$ cat config.mk
export PLATFORM = sky130hd
export DESIGN_NAME = lic_top
export DESIGN_NICKNAME = d
export VERILOG_FILES = /design/src/lic_pkg.sv /design/src/lic_sync.sv /design/src/lic_lamp.sv /design/src/lic_top.sv
export VERILOG_INCLUDE_DIRS = /design/src
export SDC_FILE = /design/constraint.sdc
export NUM_CORES = 1
export LEC_CHECK = 0
export BUFFER_PORTS_ARGS = -buffer_cell sky130_fd_sc_hd__buf_4
export CAP_MARGIN = 25
export CELL_PAD_IN_SITES_DETAIL_PLACEMENT = 1
export CELL_PAD_IN_SITES_GLOBAL_PLACEMENT = 1
export CORE_ASPECT_RATIO = 0.75
export CORE_MARGIN = 4
export CORE_UTILIZATION = 31
export CTS_CLUSTER_SIZE = 25
export DETAILED_ROUTE_END_ITERATION = 6
export GPL_TIMING_DRIVEN = 1
export PLACE_DENSITY = 0.88
export SLEW_MARGIN = 40
export SYNTH_ARGS = -nofsm -noshare
export SYNTH_HDL_FRONTEND = slang
export SYNTH_SLANG_ARGS = --single-unit
export TNS_END_PERCENT = 100
$ cat constraint.sdc
create_clock -name mclk -period 2.9 [get_ports mclk]
set_input_delay 0.58 -clock mclk [delete_from_list [all_inputs] [get_ports mclk]]
set_output_delay 0.58 -clock mclk [all_outputs]
set_load 0.02 [all_outputs]
$ cat src/lic_params.svh
// Register offsets, field positions and reset values of the indicator block.
`ifndef LIC_PARAMS_SVH
`define LIC_PARAMS_SVH
`define LIC_ADDR_LAMP_WORD   12'h000
`define LIC_ADDR_USER_LAMPS  12'h004
`define LIC_ADDR_BOARD_STAT  12'h008
`define LIC_LAMP_WORD_RESET  4'hf
`define LIC_USER_LAMPS_RESET 4'hf
`define LIC_STAT_CFG_BIT     4
`define LIC_STAT_USB_BIT     5
`define LIC_SYNC_STAGES      2
`endif

$ cat src/lic_pkg.sv
// Types shared by the indicator block.
package lic_pkg;
  // Colour shown by one tricolour lamp.
  typedef enum logic [1:0]
  {
    lic_dark_type_v   = 2'h0,
    lic_red_type_v    = 2'h1,
    lic_green_type_v  = 2'h2,
    lic_yellow_type_v = 2'h3
  } lic_colour_type;
endpackage

$ cat src/lic_sync.sv
// Two-stage synchroniser for a bundle of board level inputs.
module lic_sync
  import lic_pkg::*;
#(
  parameter int WIDTH = 6
)
(
  input  wire logic             mclk,
  input  wire logic             reset,
  input  wire logic [WIDTH-1:0] async_in,
  output logic      [WIDTH-1:0] sync_out
);
  // First stage; only the second stage reads it.
  logic [WIDTH-1:0] meta;

  // Both stages clear to zero so supplies read as off until sampled.
  always_ff @(posedge mclk)
  begin
    if (reset)
    begin
      meta     <= '0;
      sync_out <= '0;
    end
    else
    begin
      meta     <= async_in;
      sync_out <= meta;
    end
  end
endmodule

$ cat src/lic_lamp.sv
// Colour to active-low cathode drive for one tricolour lamp.
module lic_lamp
  import lic_pkg::*;
(
  input  wire logic           mclk,
  input  wire logic           reset,
  input  wire lic_colour_type colour,
  output logic                red_n,
  output logic                green_n
);
  // Registered so cathode pins come from flip-flops; dark out of reset.
  always_ff @(posedge mclk)
  begin
    if (reset)
    begin
      red_n   <= 1'b1;
      green_n <= 1'b1;
    end
    else
    begin
      // Red element lit for red or yellow, zero means lit.
      red_n   <= ~colour[0];
      green_n <= ~colour[1];
    end
  end
endmodule

$ cat src/lic_top.sv
// Indicator lamp controller with APB access to the status lamp word.
//
// Chosen here: the APB interface to the registers and the address map.
`include "lic_params.svh"

module lic_top
  import lic_pkg::*;
#(
  parameter int LAMPS = 4
)
(
  input  wire logic             mclk,
  input  wire logic             reset,
  input  wire logic             psel,
  input  wire logic             penable,
  input  wire logic             pwrite,
  input  wire logic [11:0]      paddr,
  input  wire logic [31:0]      pwdata,
  output logic      [31:0]      prdata,
  output logic                  pready,
  output logic                  pslverr,
  input  wire logic             supply_a,
  input  wire logic             supply_b,
  input  wire logic             supply_c,
  input  wire logic             supply_d,
  input  wire logic             config_done,
  input  wire logic             usb_started,
  input  wire logic             user_lamp1_red,
  input  wire logic             user_lamp1_green,
  input  wire logic             user_lamp2_red,
  input  wire logic             user_lamp2_green,
  output logic      [LAMPS-1:0] status_lamp_n,
  output logic      [3:0]       supply_red_n,
  output logic      [3:0]       supply_green_n,
  output logic                  config_lamp_n,
  output logic                  usb_lamp_green_n,
  output logic                  user_lamp1_red_n,
  output logic                  user_lamp1_green_n,
  output logic                  user_lamp2_red_n,
  output logic                  user_lamp2_green_n
);
  // Host written lamp word; a zero bit lights its lamp.
  logic [LAMPS-1:0] lamp_word;
  // Synchronised board levels: supplies a..d, done, usb.
  logic [5:0]       board_sync;
  // Registered user lamp requests, active high.
  logic [3:0]       user_req;
  // Access phase strobes.
  logic             apb_access;
  logic             apb_write;
  logic             apb_read;
  logic             addr_ok;

  // Decodes whether an address hits a mapped register.
  function automatic logic lic_mapped(input logic [11:0] a);
    lic_mapped = (a == `LIC_ADDR_LAMP_WORD) ||
                 (a == `LIC_ADDR_USER_LAMPS) ||
                 (a == `LIC_ADDR_BOARD_STAT);
  endfunction

  // Zero wait states keep software read-modify-write cheap.
  assign apb_access = psel && penable;
  assign apb_write  = apb_access && pwrite;
  assign apb_read   = apb_access && !pwrite;
  assign addr_ok    = lic_mapped(paddr);
  assign pready     = 1'b1;
  assign pslverr    = apb_access && !addr_ok;

  // Board levels come from other domains and are synchronised first.
  lic_sync #(
    .WIDTH (6)
  ) u_sync (
    .mclk     (mclk),
    .reset    (reset),
    .async_in ({usb_started, config_done,
                supply_d, supply_c, supply_b, supply_a}),
    .sync_out (board_sync)
  );

  // Lamp word register; only the host writes it, reset darkens lamps 0 to 3 and lights any lamp above 3.
  always_ff @(posedge mclk)
  begin
    if (reset)
    begin
      lamp_word <= LAMPS'(`LIC_LAMP_WORD_RESET);
    end
    else if (apb_write && paddr == `LIC_ADDR_LAMP_WORD)
    begin
      lamp_word <= pwdata[LAMPS-1:0];
    end
  end

  // Status lamp pins follow the word bit for bit, zero lit.
  always_ff @(posedge mclk)
  begin
    if (reset)
    begin
      status_lamp_n <= '1;
    end
    else
    begin
      status_lamp_n <= lamp_word;
    end
  end

  // Read data mux; unmapped reads answer zero with an error.
  always_ff @(posedge mclk)
  begin
    if (reset)
    begin
      prdata <= '0;
    end
    else if (psel && !penable && !pwrite)
    begin
      prdata <= '0;
      if (paddr == `LIC_ADDR_LAMP_WORD)
      begin
        prdata[LAMPS-1:0] <= lamp_word;
      end
      else if (paddr == `LIC_ADDR_USER_LAMPS)
      begin
        prdata[3:0] <= user_req;
      end
      else if (paddr == `LIC_ADDR_BOARD_STAT)
      begin
        prdata[5:0] <= board_sync;
      end
    end
  end

  // User requests are registered from same-domain user logic.
  always_ff @(posedge mclk)
  begin
    if (reset)
    begin
      user_req <= '0;
    end
    else
    begin
      user_req <= {user_lamp2_green, user_lamp2_red,
                   user_lamp1_green, user_lamp1_red};
    end
  end

  // Two user lamps, each with its own red and green line.
  lic_lamp u_user1 (
    .mclk    (mclk),
    .reset   (reset),
    .colour  (lic_colour_type'(user_req[1:0])),
    .red_n   (user_lamp1_red_n),
    .green_n (user_lamp1_green_n)
  );
  lic_lamp u_user2 (
    .mclk    (mclk),
    .reset   (reset),
    .colour  (lic_colour_type'(user_req[3:2])),
    .red_n   (user_lamp2_red_n),
    .green_n (user_lamp2_green_n)
  );

  // Supply lamps: red when power is not good, green when it is.
  // Reset shows red, matching an unpowered card at power up.
  genvar gi;
  generate
    for (gi = 0; gi < 4; gi++)
    begin : g_supply
      lic_lamp u_supply (
        .mclk    (mclk),
        .reset   (1'b0),
        .colour  ((reset || !board_sync[gi]) ? lic_red_type_v
                                             : lic_green_type_v),
        .red_n   (supply_red_n[gi]),
        .green_n (supply_green_n[gi])
      );
    end
  endgenerate

  // Configuration and USB lamps follow their start-up signals.
  always_ff @(posedge mclk)
  begin
    if (reset)
    begin
      config_lamp_n    <= 1'b1;
      usb_lamp_green_n <= 1'b1;
    end
    else
    begin
      config_lamp_n    <= ~board_sync[`LIC_STAT_CFG_BIT];
      usb_lamp_green_n <= ~board_sync[`LIC_STAT_USB_BIT];
    end
  end

  // Checks on the lamp behaviour.
  property p_word_drive;
    @(posedge mclk) disable iff (reset)
    (apb_write && paddr == `LIC_ADDR_LAMP_WORD)
      |=> ##1 status_lamp_n == $past(pwdata[LAMPS-1:0], 2);
  endproperty
  a_word_drive: assert property (p_word_drive)
    else $error("status lamps do not follow written word");

  property p_word_bit0;
    @(posedge mclk) disable iff (reset)
    ##1 status_lamp_n[0] == $past(lamp_word[0]);
  endproperty
  a_word_bit0: assert property (p_word_bit0)
    else $error("status lamp zero not on bit zero");

  property p_readback;
    @(posedge mclk) disable iff (reset)
    (apb_read && paddr == `LIC_ADDR_LAMP_WORD && $past(psel && !penable))
      |-> prdata[LAMPS-1:0] == $past(lamp_word);
  endproperty
  a_readback: assert property (p_readback)
    else $error("lamp word read back wrong");

  property p_word_hold;
    @(posedge mclk) disable iff (reset)
    !(apb_write && paddr == `LIC_ADDR_LAMP_WORD) |=> $stable(lamp_word);
  endproperty
  a_word_hold: assert property (p_word_hold)
    else $error("lamp word changed without host write");

  property p_supply_colour;
    @(posedge mclk) disable iff (reset)
    ##1 (supply_red_n[0] == $past(board_sync[0])) &&
        (supply_green_n[0] == !$past(board_sync[0]));
  endproperty
  a_supply_colour: assert property (p_supply_colour)
    else $error("supply lamp colour wrong");

  property p_supply_off;
    @(posedge mclk) disable iff (reset)
    $past(board_sync[1]) == 1'b0 |-> !supply_red_n[1] && supply_green_n[1];
  endproperty
  a_supply_off: assert property (p_supply_off)
    else $error("unpowered supply not red");

  property p_config;
    @(posedge mclk) disable iff (reset)
    !config_lamp_n |-> $past(board_sync[`LIC_STAT_CFG_BIT]);
  endproperty
  a_config: assert property (p_config)
    else $error("configuration lamp lit before done");

  property p_usb;
    @(posedge mclk) disable iff (reset)
    board_sync[`LIC_STAT_USB_BIT] [*2] |-> !usb_lamp_green_n;
  endproperty
  a_usb: assert property (p_usb)
    else $error("usb lamp not green");

  property p_yellow;
    @(posedge mclk) disable iff (reset)
    (user_req[1:0] == 2'h3) |=> !user_lamp1_red_n && !user_lamp1_green_n;
  endproperty
  a_yellow: assert property (p_yellow)
    else $error("user lamp not yellow");

  property p_user_reset;
    @(posedge mclk)
    reset |=> user_lamp1_red_n && user_lamp1_green_n &&
              user_lamp2_red_n && user_lamp2_green_n;
  endproperty
  a_user_reset: assert property (p_user_reset)
    else $error("user lamp lit after reset");

  // Lamp two asked for green alone must light only its green diode.
  property p_user2_green;
    @(posedge mclk) disable iff (reset)
    (user_req[3:2] == 2'h2) |=> user_lamp2_red_n && !user_lamp2_green_n;
  endproperty
  a_user2_green: assert property (p_user2_green)
    else $error("user lamp two not green");

  // A single low cathode shows its own colour only.
  property p_user2_red;
    @(posedge mclk) disable iff (reset)
    (user_req[3:2] == 2'h1) |=> !user_lamp2_red_n && user_lamp2_green_n;
  endproperty
  a_user2_red: assert property (p_user2_red)
    else $error("user lamp two not red");

  // With no request both cathodes stay high and the lamp is dark.
  property p_user1_dark;
    @(posedge mclk) disable iff (reset)
    (user_req[1:0] == 2'h0) |=> user_lamp1_red_n && user_lamp1_green_n;
  endproperty
  a_user1_dark: assert property (p_user1_dark)
    else $error("user lamp one lit without request");

  // The user request word reads back as it stood at the setup edge.
  property p_user_readback;
    @(posedge mclk) disable iff (reset)
    (apb_read && paddr == `LIC_ADDR_USER_LAMPS && $past(psel && !penable))
      |-> prdata[3:0] == $past(user_req);
  endproperty
  a_user_readback: assert property (p_user_readback)
    else $error("user request read back wrong");

  c_word_write: cover property (@(posedge mclk) disable iff (reset)
    apb_write && paddr == `LIC_ADDR_LAMP_WORD && pwdata[3:0] == 4'h9);
  c_word_read: cover property (@(posedge mclk) disable iff (reset)
    apb_read && paddr == `LIC_ADDR_LAMP_WORD);
  c_supply_up: cover property (@(posedge mclk) disable iff (reset)
    $rose(board_sync[0]));
  c_unmapped: cover property (@(posedge mclk) disable iff (reset)
    pslverr);
endmodule

=== Word-level counts from Yosys, hierarchy flattened ===
Cells that the tools add are included.

* Mux-type cells: 9
* Bitwise operators: 14
* Equal/unequal tests: 2
* Reduce and logical (&&, ||, !) cells: 20

{| class="wikitable"
|+ Operators with widths
! kind !! number
|-
| inverter 1 bit || 14
|-
| == test 12 x 3 -> 1 bit, second input constant || 1
|-
| == test 12 x 4 -> 1 bit, second input constant || 1
|-
| logical NOT 12 bit || 1
|-
| two-way mux 2 bit || 6
|-
| two-way mux 4 bit || 2
|-
| logical NOT 1 bit || 7
|-
| logical AND 1 bit || 6
|-
| logical OR 1 bit || 6
|-
| two-way mux 6 bit || 1
|}

* Flip-flop bits (word level): 44
* Output and inout port bits: 52
* Logic and storage cells: 65
* Bits of input ports: 59

=== Depth between registers and ports, before layout ===
Gate-level depths: netlist (run 1).

* Word-level depth: 5
* Depth in mapped cells: 6
* Gate-level depth less buffers: 4

=== Cells and area by module ===
Synthesis (run 1) repeated with hierarchy kept, for this count alone.

* Cells, all modules: 166
* Area, all modules: 1741.7 sq um

{| class="wikitable"
|+ Modules (own cells, without submodules)
! module !! instances !! area an instance (sq um) !! cells each !! seq. area each (sq um)
|-
| lic_top || 1 || 1059.8 || 117 || 400.4
|-
| lic_sync || 1 || 366.6 || 25 || 240.2
|-
| lic_lamp || 6 || 52.6 || 4 || 40.0
|}

=== Worst setup path after synthesis (run 1) ===
No wires, ideal clock.

* Kind: input port to output port
* Start: input port paddr[11]
* End: output port pslverr
* Stages on the path: 3
* Path slack: 0.524 ns
* Path buffers: 0
* Arrival time: 1.796 ns
* Required time: 2.320 ns
* Cell sequence: or4_4 nor4_2 a21oi_1

* Longest elaborated chain between the ends: 5
* Elaborated cells between the ends (all ways): 7
* Classes of those cells: eq/ne: 2; reduce/logical: 5

{| class="wikitable"
|+ RTL lines
! what !! RTL line !! RTL
|-
| start, declared || lic_top.sv:17 || <nowiki>input wire logic [11:0] paddr,</nowiki>
|-
| == test 12 x 3 -> 1 bit (no source line) / logical NOT 12 bit (equally long branches) || - ||
|-
| logical OR 1 bit || lic_top.sv:56 || <nowiki>lic_mapped = (a == `LIC_ADDR_LAMP_WORD) ||</nowiki>
|-
| logical OR 1 bit (*) || lic_top.sv:56 ||
|-
| logical NOT 1 bit (*) || lic_top.sv:67 || <nowiki>assign pslverr = apb_access && !addr_ok;</nowiki>
|-
| logical AND 1 bit (*) || lic_top.sv:67 ||
|-
| end, declared || lic_top.sv:21 || <nowiki>output logic pslverr,</nowiki>
|}

Mark *: on every way between the ends. The rest lies on a longest branch, timed or not.

=== Worst setup path after layout (run 1) ===
Ends and elaborated chain as after synthesis.

==> flow_summary_export.csv, run 1 <==
group,metric,value,unit
run_status,status,"completed",
clock_tree,clock_sinks,44,
worst_setup_path,crit_type,"in2out",
clock_tree,clock-root-buffer,"clkbuf_8",
synthesis,synth_adder_area_share,0,%
global_route,use_met2,18.1,%
worst_setup_path,crit_arrival,1.81,ns
synthesis,synth-main-ff-cell,"dfxtp_1",
global_route,antenna_found_initial,0,
final_layout,diodes,0,
placed_design,place.port_buffers,55,
synthesis,synthCells,172,
routing,vias,1158,
global_route,grt_start_max_net_pins,41,
synthesis,yosys-top-cells-count,"dfxtp_1 (44), buf_4 (35), nor2b_1 (17), nand2b_1 (10), inv_1 (8)",
global_route,overflow,0,
worst_hold_path,hold_class,"reg2reg",
clock_tree,cts_buffers,5,
worst_setup_path,worst_path_max_delay_cell,"or4_4",
synthesis,ys_seq_area_share,51.5,%
synthesis,synthArstFlopShare,0,%
worst_setup_path,cp_cell_sequence,"buf_4 > or4_4 > nor4_2 > a21oi_1 > buf_4",
routing,via_per_inst,3.94,
timing,maxSlewHeadroom,57.2,%
routing,firstDrtPassIters,4,
floorplan,fp.dieH,72.4,um
timing,rsz0062_at_grt,"no",
timing,setup_violations,0,
global_route,grt_first_pass_wirelength,5540,um
worst_setup_path,critPathRequiredTime,2.32,ns
floorplan,initial_utilization,32.0,%
synthesis,netlist_area,1710,um^2
timing,setup_slack,0.506,ns
clock_tree,htreeDepth,2,
worst_hold_path,hold_path_depth,1,
synthesis,synth_edf_count,0,
timing,fin_worst_skew,0.00186,ns
timing,fmax,418,MHz
final_layout,drive_gt1_share,32.9,%
clock_tree,holdBufCountCts,0,
clock_tree,cts_resized,0,
timing,fin_setup_tns,0,ns
floorplan,pin_count,111,
worst_setup_path,critPathTopFamily,"simple AND/OR/NAND/NOR gates",
synthesis,yosys_warnings,0,
placed_design,place_ws,0.515,ns
worst_setup_path,cpPeakStageDelay,0.53,ns
floorplan,dieArea,6790,um^2
synthesis,synth_mux_area_share,2.34,%
placed_design,place.gp.congestion,0.708,
worst_setup_path,worst_setup_path_end_kind,"primary output",
routing,drtIter0Drc,23,
routing,wl_per_cell,12.3,um
timing,worst_pin_slew,0.641,ns
floorplan,core_area,5350,um^2
timing,hold_viol_final,0,
clock_tree,cts_tree,"built",
global_route,use_met3,4.15,%
timing,timing.final.crit_share,82.6,%
synthesis,synth_area_leader_cell,"dfxtp_1",
power,leakage,0.000966,uW
placed_design,place.detailed.hpwl,2820,um
power,cellPowerDensity,564,nW/um^2
power,peakVddDrop,0.260,mV
floorplan,die_w,93.8,um
synthesis,synth.most_common_cell,"dfxtp_1",
worst_setup_path,cp_max_fo,2,
routing,ant_nets,0,
synthesis,synth.avg_cell_area,9.95,um^2
run,cap_violations,0,
synthesis,synthXorXnorAreaFrac,0,%
synthesis,synthTopCellsByArea,"dfxtp_1 (51%), buf_4 (15%), nor2b_1 (6.2%)",
timing,final-max-slew-violation-count,0,
synthesis,ys_ff_latch,44,
synthesis,synth_top_family_by_area,"simple AND/OR/NAND/NOR gates",
global_route,busiest_layer,"met2",
clock_tree,clock_path_buffers,2,
final_layout,num-fill-cells,644,
worst_setup_path,cp_common_cell,"buf_4",
synthesis,synth_top_area_share,51.5,%
synthesis,synth_simple_gate_area_share,20.4,%
worst_setup_path,cp.buffers_inverters,2,
global_route,grt_pass1_vias,1160,
routing,drt-total-wl,3630,um
worst_setup_path,r2r_cells,4,
timing,whs,0.402,ns
timing,min_period,2.39,ns
final_layout,final_nets,277,
worst_setup_path,crit_cells,5,
synthesis,synth_cell_types,26,
synthesis,synth-compound-area-share,6.29,%
final_layout,syn_to_final_growth,24.7,%
clock_tree,clk_pin_slew,0.08,ns
routing,drc,0,
global_route,grtUsageMet1,12.1,%
floorplan,row_count,23,
worst_setup_path,critPathLaunchType,"input port",
global_route,grt_use_total,10.6,%
clock_tree,cts_setup_buffers,0,
clock_tree,clk_latency,0.28,ns
-- path summary, 6_finish.rpt --
path | start | end | slack (ns)
worst min-delay path | user_req[2] | u_user2.red_n | 0.40
worst min register to register | user_req[2] | u_user2.red_n | 0.40
worst max register to register | user_req[3] | prdata[3] | 1.97
worst max-delay path | paddr[11] | pslverr | 0.51
-- state kept, by name, summed over array words and instances, names as in the netlist --
signal                     flops
u_sync.meta                    6
config_lamp_n                  1
lamp_word                      4
user_req                       4
u_user2.green_n                1
usb_lamp_green_n               1
prdata                         6
u_user1.green_n                1
g_supply.u_supply.green_n      4
u_user2.red_n                  1
u_sync.sync_out                6
u_user1.red_n                  1
g_supply.u_supply.red_n        4
status_lamp_n                  4
-- placed cells by master, fill, tap and decap left out, drive strengths merged --
| cell | n |
|---|---|
| inv | 8 |
| clkbuf | 5 |
| nand4b | 1 |
| a211o | 4 |
| nor2b | 17 |
| clkinv | 1 |
| and4b | 1 |
| or3 | 1 |
| nor2 | 5 |
| or4 | 3 |
| mux2i | 4 |
| dfxtp | 44 |
| a21oi | 6 |
| nand3 | 4 |
| conb | 27 |
| or2 | 4 |
| nand2b | 10 |
| buf | 56 |
| clkinvlp | 1 |
| nor3b | 1 |
| nand2 | 7 |
| a22oi | 1 |
| nor4 | 1 |
| or3b | 1 |
| o2bb2ai | 4 |
| nand4 | 1 |
| bufinv | 1 |
-- kinds of logic (layout without fill, tap and decap cells) --
| logic type | after synthesis | in the layout |
|---|---|---|
| AO/OA/AOI/OAI | 15 | 15 |
| flip-flops | 44 | 44 |
| AND/OR/NAND/NOR | 57 | 57 |
| multiplexers | 4 | 4 |
| buffers and inverters | 50 | 72 |
| other | 2 | 27 |
-- through the flow --
stage / total power (uW) / area [um^2] / instances / util (%)
after global routing: 1260 / 2130 / 294 / 39.9
after global placement: 759 / 2020 / 286 / 37.8
final: 1200 / 2130 / 294 / 39.9
after detailed placement: 762 / 2020 / 286 / 37.8
after floorplan: 741 / 1810 / 197 / -
after CTS: 1220 / 2130 / 294 / 39.9
-- where the power goes --
part           switching [uW]  total (uW)  internal [uW]
clock                     201         456            255
combinational            71.0         120           49.3
sequential               6.70         627            620
-- final cells by class --
type / count / area (um^2) / share of cell area (%)
timing repair buffer: 56 / 420 / 19.7
tap: 75 / 93.8 / 4.40
clock inverter: 3 / 42.5 / 1.99
sequential: 44 / 881 / 41.3
multi-input combinational: 103 / 598 / 28.0
clock buffer: 5 / 68.8 / 3.22
inverter: 8 / 30.0 / 1.41
-- metal layers --
metal	wire, um	vias to the layer above	share of wire [%]
li1	-	579	-
met1	1460	535	40
met2	1820	44	50
met3	343	0	9.4
met4	0	0	0
met5	0	-	0
(Power assumes the default switching activity.)
==> run 2, diff against run 1 <==
--- a/config.mk
+++ b/config.mk
@@ -12,11 +12,11 @@
 export CELL_PAD_IN_SITES_GLOBAL_PLACEMENT = 1
 export CORE_ASPECT_RATIO = 0.75
 export CORE_MARGIN = 4
-export CORE_UTILIZATION = 31
+export CORE_UTILIZATION = 26
 export CTS_CLUSTER_SIZE = 25
 export DETAILED_ROUTE_END_ITERATION = 6
 export GPL_TIMING_DRIVEN = 1
-export PLACE_DENSITY = 0.88
+export PLACE_DENSITY = 0.79
 export SLEW_MARGIN = 40
 export SYNTH_ARGS = -nofsm -noshare
 export SYNTH_HDL_FRONTEND = slang
==> constraint.sdc (replaced) <==
create_clock -name mclk -period 2.1 [get_ports mclk]
set_input_delay 0.42 -clock mclk [delete_from_list [all_inputs] [get_ports mclk]]
set_output_delay 0.42 -clock mclk [all_outputs]
set_load 0.02 [all_outputs]
==> run 2 against run 1 <==
Via count is 0.17% higher. Combinational power rose by 41%. Die area rose by 17%. Count of clock-buffer cells in the layout rose by 1. Clock power increased by 47%. Design area is 1.6% higher. Sequential power up 38%. Sequential share of layout area down 0.64 points.
==> flow_summary_export.csv, run 2 (synthesized netlist as in run 1, its figures left out) <==
group,metric,value,unit
timing,fmax,495,MHz
timing,final-max-slew-violation-count,0,
final_layout,final_nets,278,
global_route,grt_use_total,9.55,%
floorplan,row_count,25,
clock_tree,clock-root-buffer,"clkbuf_8",
worst_setup_path,worst_setup_path_end_kind,"primary output",
global_route,grt_first_pass_wirelength,5860,um
floorplan,pin_count,111,
final_layout,drive_gt1_share,33.2,%
placed_design,place.gp.congestion,0.671,
floorplan,dieArea,7960,um^2
placed_design,place.port_buffers,55,
final_layout,post-route-util,34.1,%
worst_hold_path,hold_class,"in2reg",
worst_setup_path,crit_type,"in2out",
final_layout,final_cell_mix,"buf_4 (57), dfxtp_1 (44), conb_1 (27)",
global_route,antenna_found_initial,0,
floorplan,die_w,102,um
worst_setup_path,crit_arrival,1.60,ns
power,p_total,1710,uW
run,cap_violations,0,
routing,firstDrtPassIters,4,
run_status,status,"completed",
final_layout,diodes,0,
worst_setup_path,worst_path_max_delay_cell,"or4_1",
timing,hold_viol_final,0,
clock_tree,htreeDepth,2,
floorplan,initial_utilization,27.0,%
clock_tree,clock_sinks,44,
global_route,grt_start_max_net_pins,41,
power,leakage,0.000982,uW
final_layout,mostFrequentLayoutCell,"buf_4",
final_layout,syn_to_final_growth,26.7,%
worst_setup_path,critPathRequiredTime,1.68,ns
power,cellPowerDensity,787,nW/um^2
final_layout,largest_registers,"prdata x6, u_sync.meta x6, u_sync.sync_out x6",
clock_tree,clk_latency,0.29,ns
floorplan,fp.dieH,78.3,um
routing,drtIter0Drc,42,
routing,ant_nets,0,
timing,rsz0062_at_grt,"no",
clock_tree,clk_pin_slew,0.08,ns
floorplan,core_area,6350,um^2
worst_setup_path,cp.buffers_inverters,2,
routing,vias,1160,
clock_tree,cts_tree,"built",
worst_setup_path,cp_cell_sequence,"buf_4 > or4_1 > nor4_4 > a21oi_1 > buf_4",
worst_setup_path,critPathTopFamily,"simple AND/OR/NAND/NOR gates",
clock_tree,cts_buffers,5,
placed_design,place.detailed.hpwl,2880,um
worst_setup_path,cpPeakStageDelay,0.61,ns
clock_tree,clock_path_buffers,2,
worst_setup_path,cp_max_fo,2,
routing,drt-total-wl,3680,um
power,peakVddDrop,0.384,mV
routing,via_per_inst,3.85,
worst_setup_path,critPathLaunchType,"input port",
global_route,grt_pass1_vias,1233,
timing,min_period,2.02,ns
timing,timing.final.crit_share,96.1,%
timing,fin_worst_skew,0.00556,ns
routing,drc,0,
routing,wl_per_cell,12.2,um
worst_setup_path,cp_common_cell,"buf_4",
global_route,overflow,0,
timing,setup_violations,0,
[run 2: what timing repair did]
item | in CTS | in global routing
endpoints found under the setup margin | 0 | 1
endpoints found under the hold margin | 0 | 0
hold buffers | 0 | 0
buffers inserted | 0 | 0
gates resized for setup | 0 | 1
[run 2: stage by stage]
| step | setup slack (ns) | instance area (um^2) | setup TNS (ns) | cells | hold slack (ns) |
|---|---|---|---|---|---|
| after global placement | -0.0282 | 2040 | -0.111 | 293 | 0.377 |
| after CTS | 0.0246 | 2160 | 0 | 301 | 0.322 |
| after floorplan | 0.0437 | 1810 | 0 | 197 | 0.366 |
| final | 0.0810 | 2170 | 0 | 301 | 0.332 |
| after detailed placement | -0.0826 | 2040 | -0.290 | 293 | 0.390 |
| after global routing | 0.00135 | 2170 | 0 | 301 | 0.336 |
[run 2: metal layers]
layer | part of all wire (%) | GRT usage, % | vias up
met5 | 0 | 0 | -
li1 | - | - | 580
met4 | 0.95 | 3.32 | 0
met3 | 12 | 4.62 | 5
met2 | 48 | 15.3 | 48
met1 | 39 | 11.1 | 527
[run 2: cell type report]
cell class	instances	area, um^2
Clock inverter	2	38.8
Multi-Input combinational cell	103	607
Timing Repair Buffer	57	428
Inverter	8	30.0
Tap cell	81	101
Fill cell	728	4180
Sequential cell	44	881
Clock buffer	6	82.6
[run 2: power breakdown]
group	switching [uW]	internal, uW	leakage (uW)
Clock	283	389	0.0000614
Combinational	99.9	69.1	0.000560
Sequential	8.66	856	0.000360
Total	392	1310	0.000982
[run 2: worst paths after layout]
check        depth (start not counted)             end          from  slack (ns)
max                                  5         pslverr      paddr[9]        0.08
min                                  2  u_sync.meta[0]      supply_a        0.33
max reg2reg                          4       prdata[3]  lamp_word[3]        1.20
min reg2reg                          1   u_user1.red_n   user_req[0]        0.41
==> run 3, diff against run 2 <==
--- a/config.mk
+++ b/config.mk
@@ -15,7 +15,7 @@
 export CORE_UTILIZATION = 26
 export CTS_CLUSTER_SIZE = 25
 export DETAILED_ROUTE_END_ITERATION = 6
-export GPL_TIMING_DRIVEN = 1
+export GPL_TIMING_DRIVEN = 0
 export PLACE_DENSITY = 0.79
 export SLEW_MARGIN = 40
 export SYNTH_ARGS = -nofsm -noshare
==> run 3 against run 2 <==
Setup slack improved by 0.017 ns. Core utilization rose by 3.9 points. Combinational power increased by 27%. Sequential share of layout area fell by 4.2 points. First-iteration DRC count up 40%. Fmax is 0.87% higher. Critical path type unchanged.
==> flow_summary_export.csv, run 3 (synthesized netlist as in run 1, its figures left out) <==
group,metric,value,unit
run_status,status,"completed",
clock_tree,clk_latency,0.29,ns
worst_setup_path,cpPeakStageDelay,0.54,ns
power,power_frac_clock,33.2,%
timing,rsz0062_at_grt,"no",
run,cap_violations,0,
routing,via_per_inst,3.77,
clock_tree,clock_path_buffers,2,
timing,min_period,2.00,ns
worst_setup_path,cp_common_cell,"buf_4",
floorplan,die_w,102,um
global_route,grt_use_total,10.2,%
power,p_comb_share,13.3,%
clock_tree,holdBufCountCts,0,
timing,fin_setup_tns,0,ns
clock_tree,clock_sinks,44,
power,leakage,0.00115,uW
clock_tree,clk_pin_slew,0.08,ns
timing,fin_worst_skew,0.00659,ns
timing,fmax,500,MHz
timing,timing.final.crit_share,95.3,%
power,peakVddDrop,0.307,mV
routing,drc,0,
routing,firstDrtPassIters,4,
worst_setup_path,r2r_start,"user_req[3]",
worst_setup_path,critPathLaunchType,"input port",
worst_setup_path,cp_cell_sequence,"buf_4 > or4_4 > nor4_4 > a21oi_1 > buf_4",
routing,wl_per_cell,11.7,um
worst_hold_path,hold_end,"u_sync.meta[0]",
worst_setup_path,cp_max_fo,2,
timing,final-max-slew-violation-count,0,
worst_setup_path,r2r_cells,4,
routing,ant_nets,0,
final_layout,final_cell_mix,"buf_4 (89), dfxtp_1 (44), conb_1 (27)",
floorplan,row_count,25,
final_layout,diodes,0,
final_layout,num-fill-cells,766,
final_layout,drive_gt1_share,40.5,%
power,p_sw_share,23.8,%
floorplan,core_area,6350,um^2
power,cellPowerDensity,669,nW/um^2
worst_hold_path,holdCritStartpoint,"supply_a",
worst_setup_path,worst_setup_path_end_kind,"primary output",
floorplan,pin_count,111,
routing,vias,1282,
timing,hold_viol_final,0,
worst_setup_path,critPathRequiredTime,1.68,ns
placed_design,place.port_buffers,53,
final_layout,largest_registers,"prdata x6, u_sync.meta x6, u_sync.sync_out x6",
global_route,antenna_found_initial,0,
placed_design,placed_area,2300,um^2
final_layout,final_area,2420,um^2
clock_tree,clock-root-buffer,"clkbuf_8",
global_route,grt_pass1_vias,1308,
placed_design,place_ws,-0.285,ns
worst_hold_path,hold_class,"in2reg",
timing,setup_violations,0,
routing,drtIter0Drc,59,
global_route,grt_first_pass_wirelength,6240,um
final_layout,final_nets,317,
floorplan,fp.dieH,78.3,um
placed_design,place.detailed.hpwl,3260,um
clock_tree,htreeDepth,2,
worst_setup_path,worst_path_max_delay_cell,"or4_4",
final_layout,syn_to_final_growth,41.2,%
worst_setup_path,crit_arrival,1.58,ns
power,p_seq_share,53.6,%
power,p_sw,385,uW
worst_hold_path,hold_path_depth,2,
floorplan,initial_utilization,27.0,%
clock_tree,cts_buffers,5,
worst_setup_path,crit_type,"in2out",
global_route,overflow,0,
worst_setup_path,reg2reg_slack,1.17,ns
worst_setup_path,reg2reg_to,"prdata[3]",
clock_tree,cts_tree,"built",
final_layout,mostFrequentLayoutCell,"buf_4",
power,internal-power,1230,uW
placed_design,place.gp.congestion,0.732,
global_route,grt_start_max_net_pins,13,
floorplan,dieArea,7960,um^2
timing,setup_slack,0.0984,ns
routing,drt-total-wl,3970,um
-- run 3: worst max-delay path, delay by kind of cell --
kind	cells	cell delay, ns
AO/OA/AOI/OAI	1	0.10
buffers and inverters	2	0.27
AND/OR/NAND/NOR	2	0.79
-- run 3: routing by layer --
metal	up-vias	wire (um)	GRT usage [%]
met1	574	1690	12.1
met3	2	381	4.44
met5	-	0	0
li1	658	-	-
met2	48	1870	16.8
met4	0	21	2.79
-- run 3: power by group through the flow --
stage	logic [uW]	clock network, uW	registers [uW]
after floorplan	136	0	887
after global placement	208	0	884
after detailed placement	212	0	885
after CTS	213	553	866
after global routing	234	586	868
final	214	536	865
-- run 3: area by class of cell --
type	instances	area, um^2	area share (%)
buffer	42	297	12.3
clock buffer	8	90.1	3.73
inverter	8	30.0	1.24
multi-input combinational	103	612	25.3
sequential	44	881	36.5
tap	81	101	4.19
timing repair buffer	54	405	16.8
-- run 3: per-stage QoR --
| step | total power [uW] | cells | utilization (%) | hold slack [ns] |
|---|---|---|---|---|
| finish | 1620 | 340 | 38.0 | 0.338 |
| global route | 1690 | 340 | 38.0 | 0.334 |
| detailed placement | 1100 | 331 | 36.3 | 0.386 |
| global placement | 1090 | 331 | 36.3 | 0.375 |
| floorplan | 1020 | 197 | - | 0.366 |
| CTS | 1630 | 340 | 38.0 | 0.331 |
-- run 3: repair_timing --
item,CTS,global route
endpoints found under the hold margin,0,0
pin swaps,1,1
setup endpoints to repair,1,1
setup buffers,1,0
gates resized for setup,1,0
-- run 3: worst max path at each step --
stage,cells after the start,slack [ns],startpoint,end
2_1_floorplan,3,0.04,paddr[11],pslverr
3_3_place_gp,5,-0.29,paddr[11],pslverr
3_5_place_dp,5,-0.28,paddr[11],pslverr
4_1_cts,5,0.05,paddr[11],pslverr
5_1_grt,5,0.02,paddr[9],pslverr
6_report,5,0.1,paddr[11],pslverr
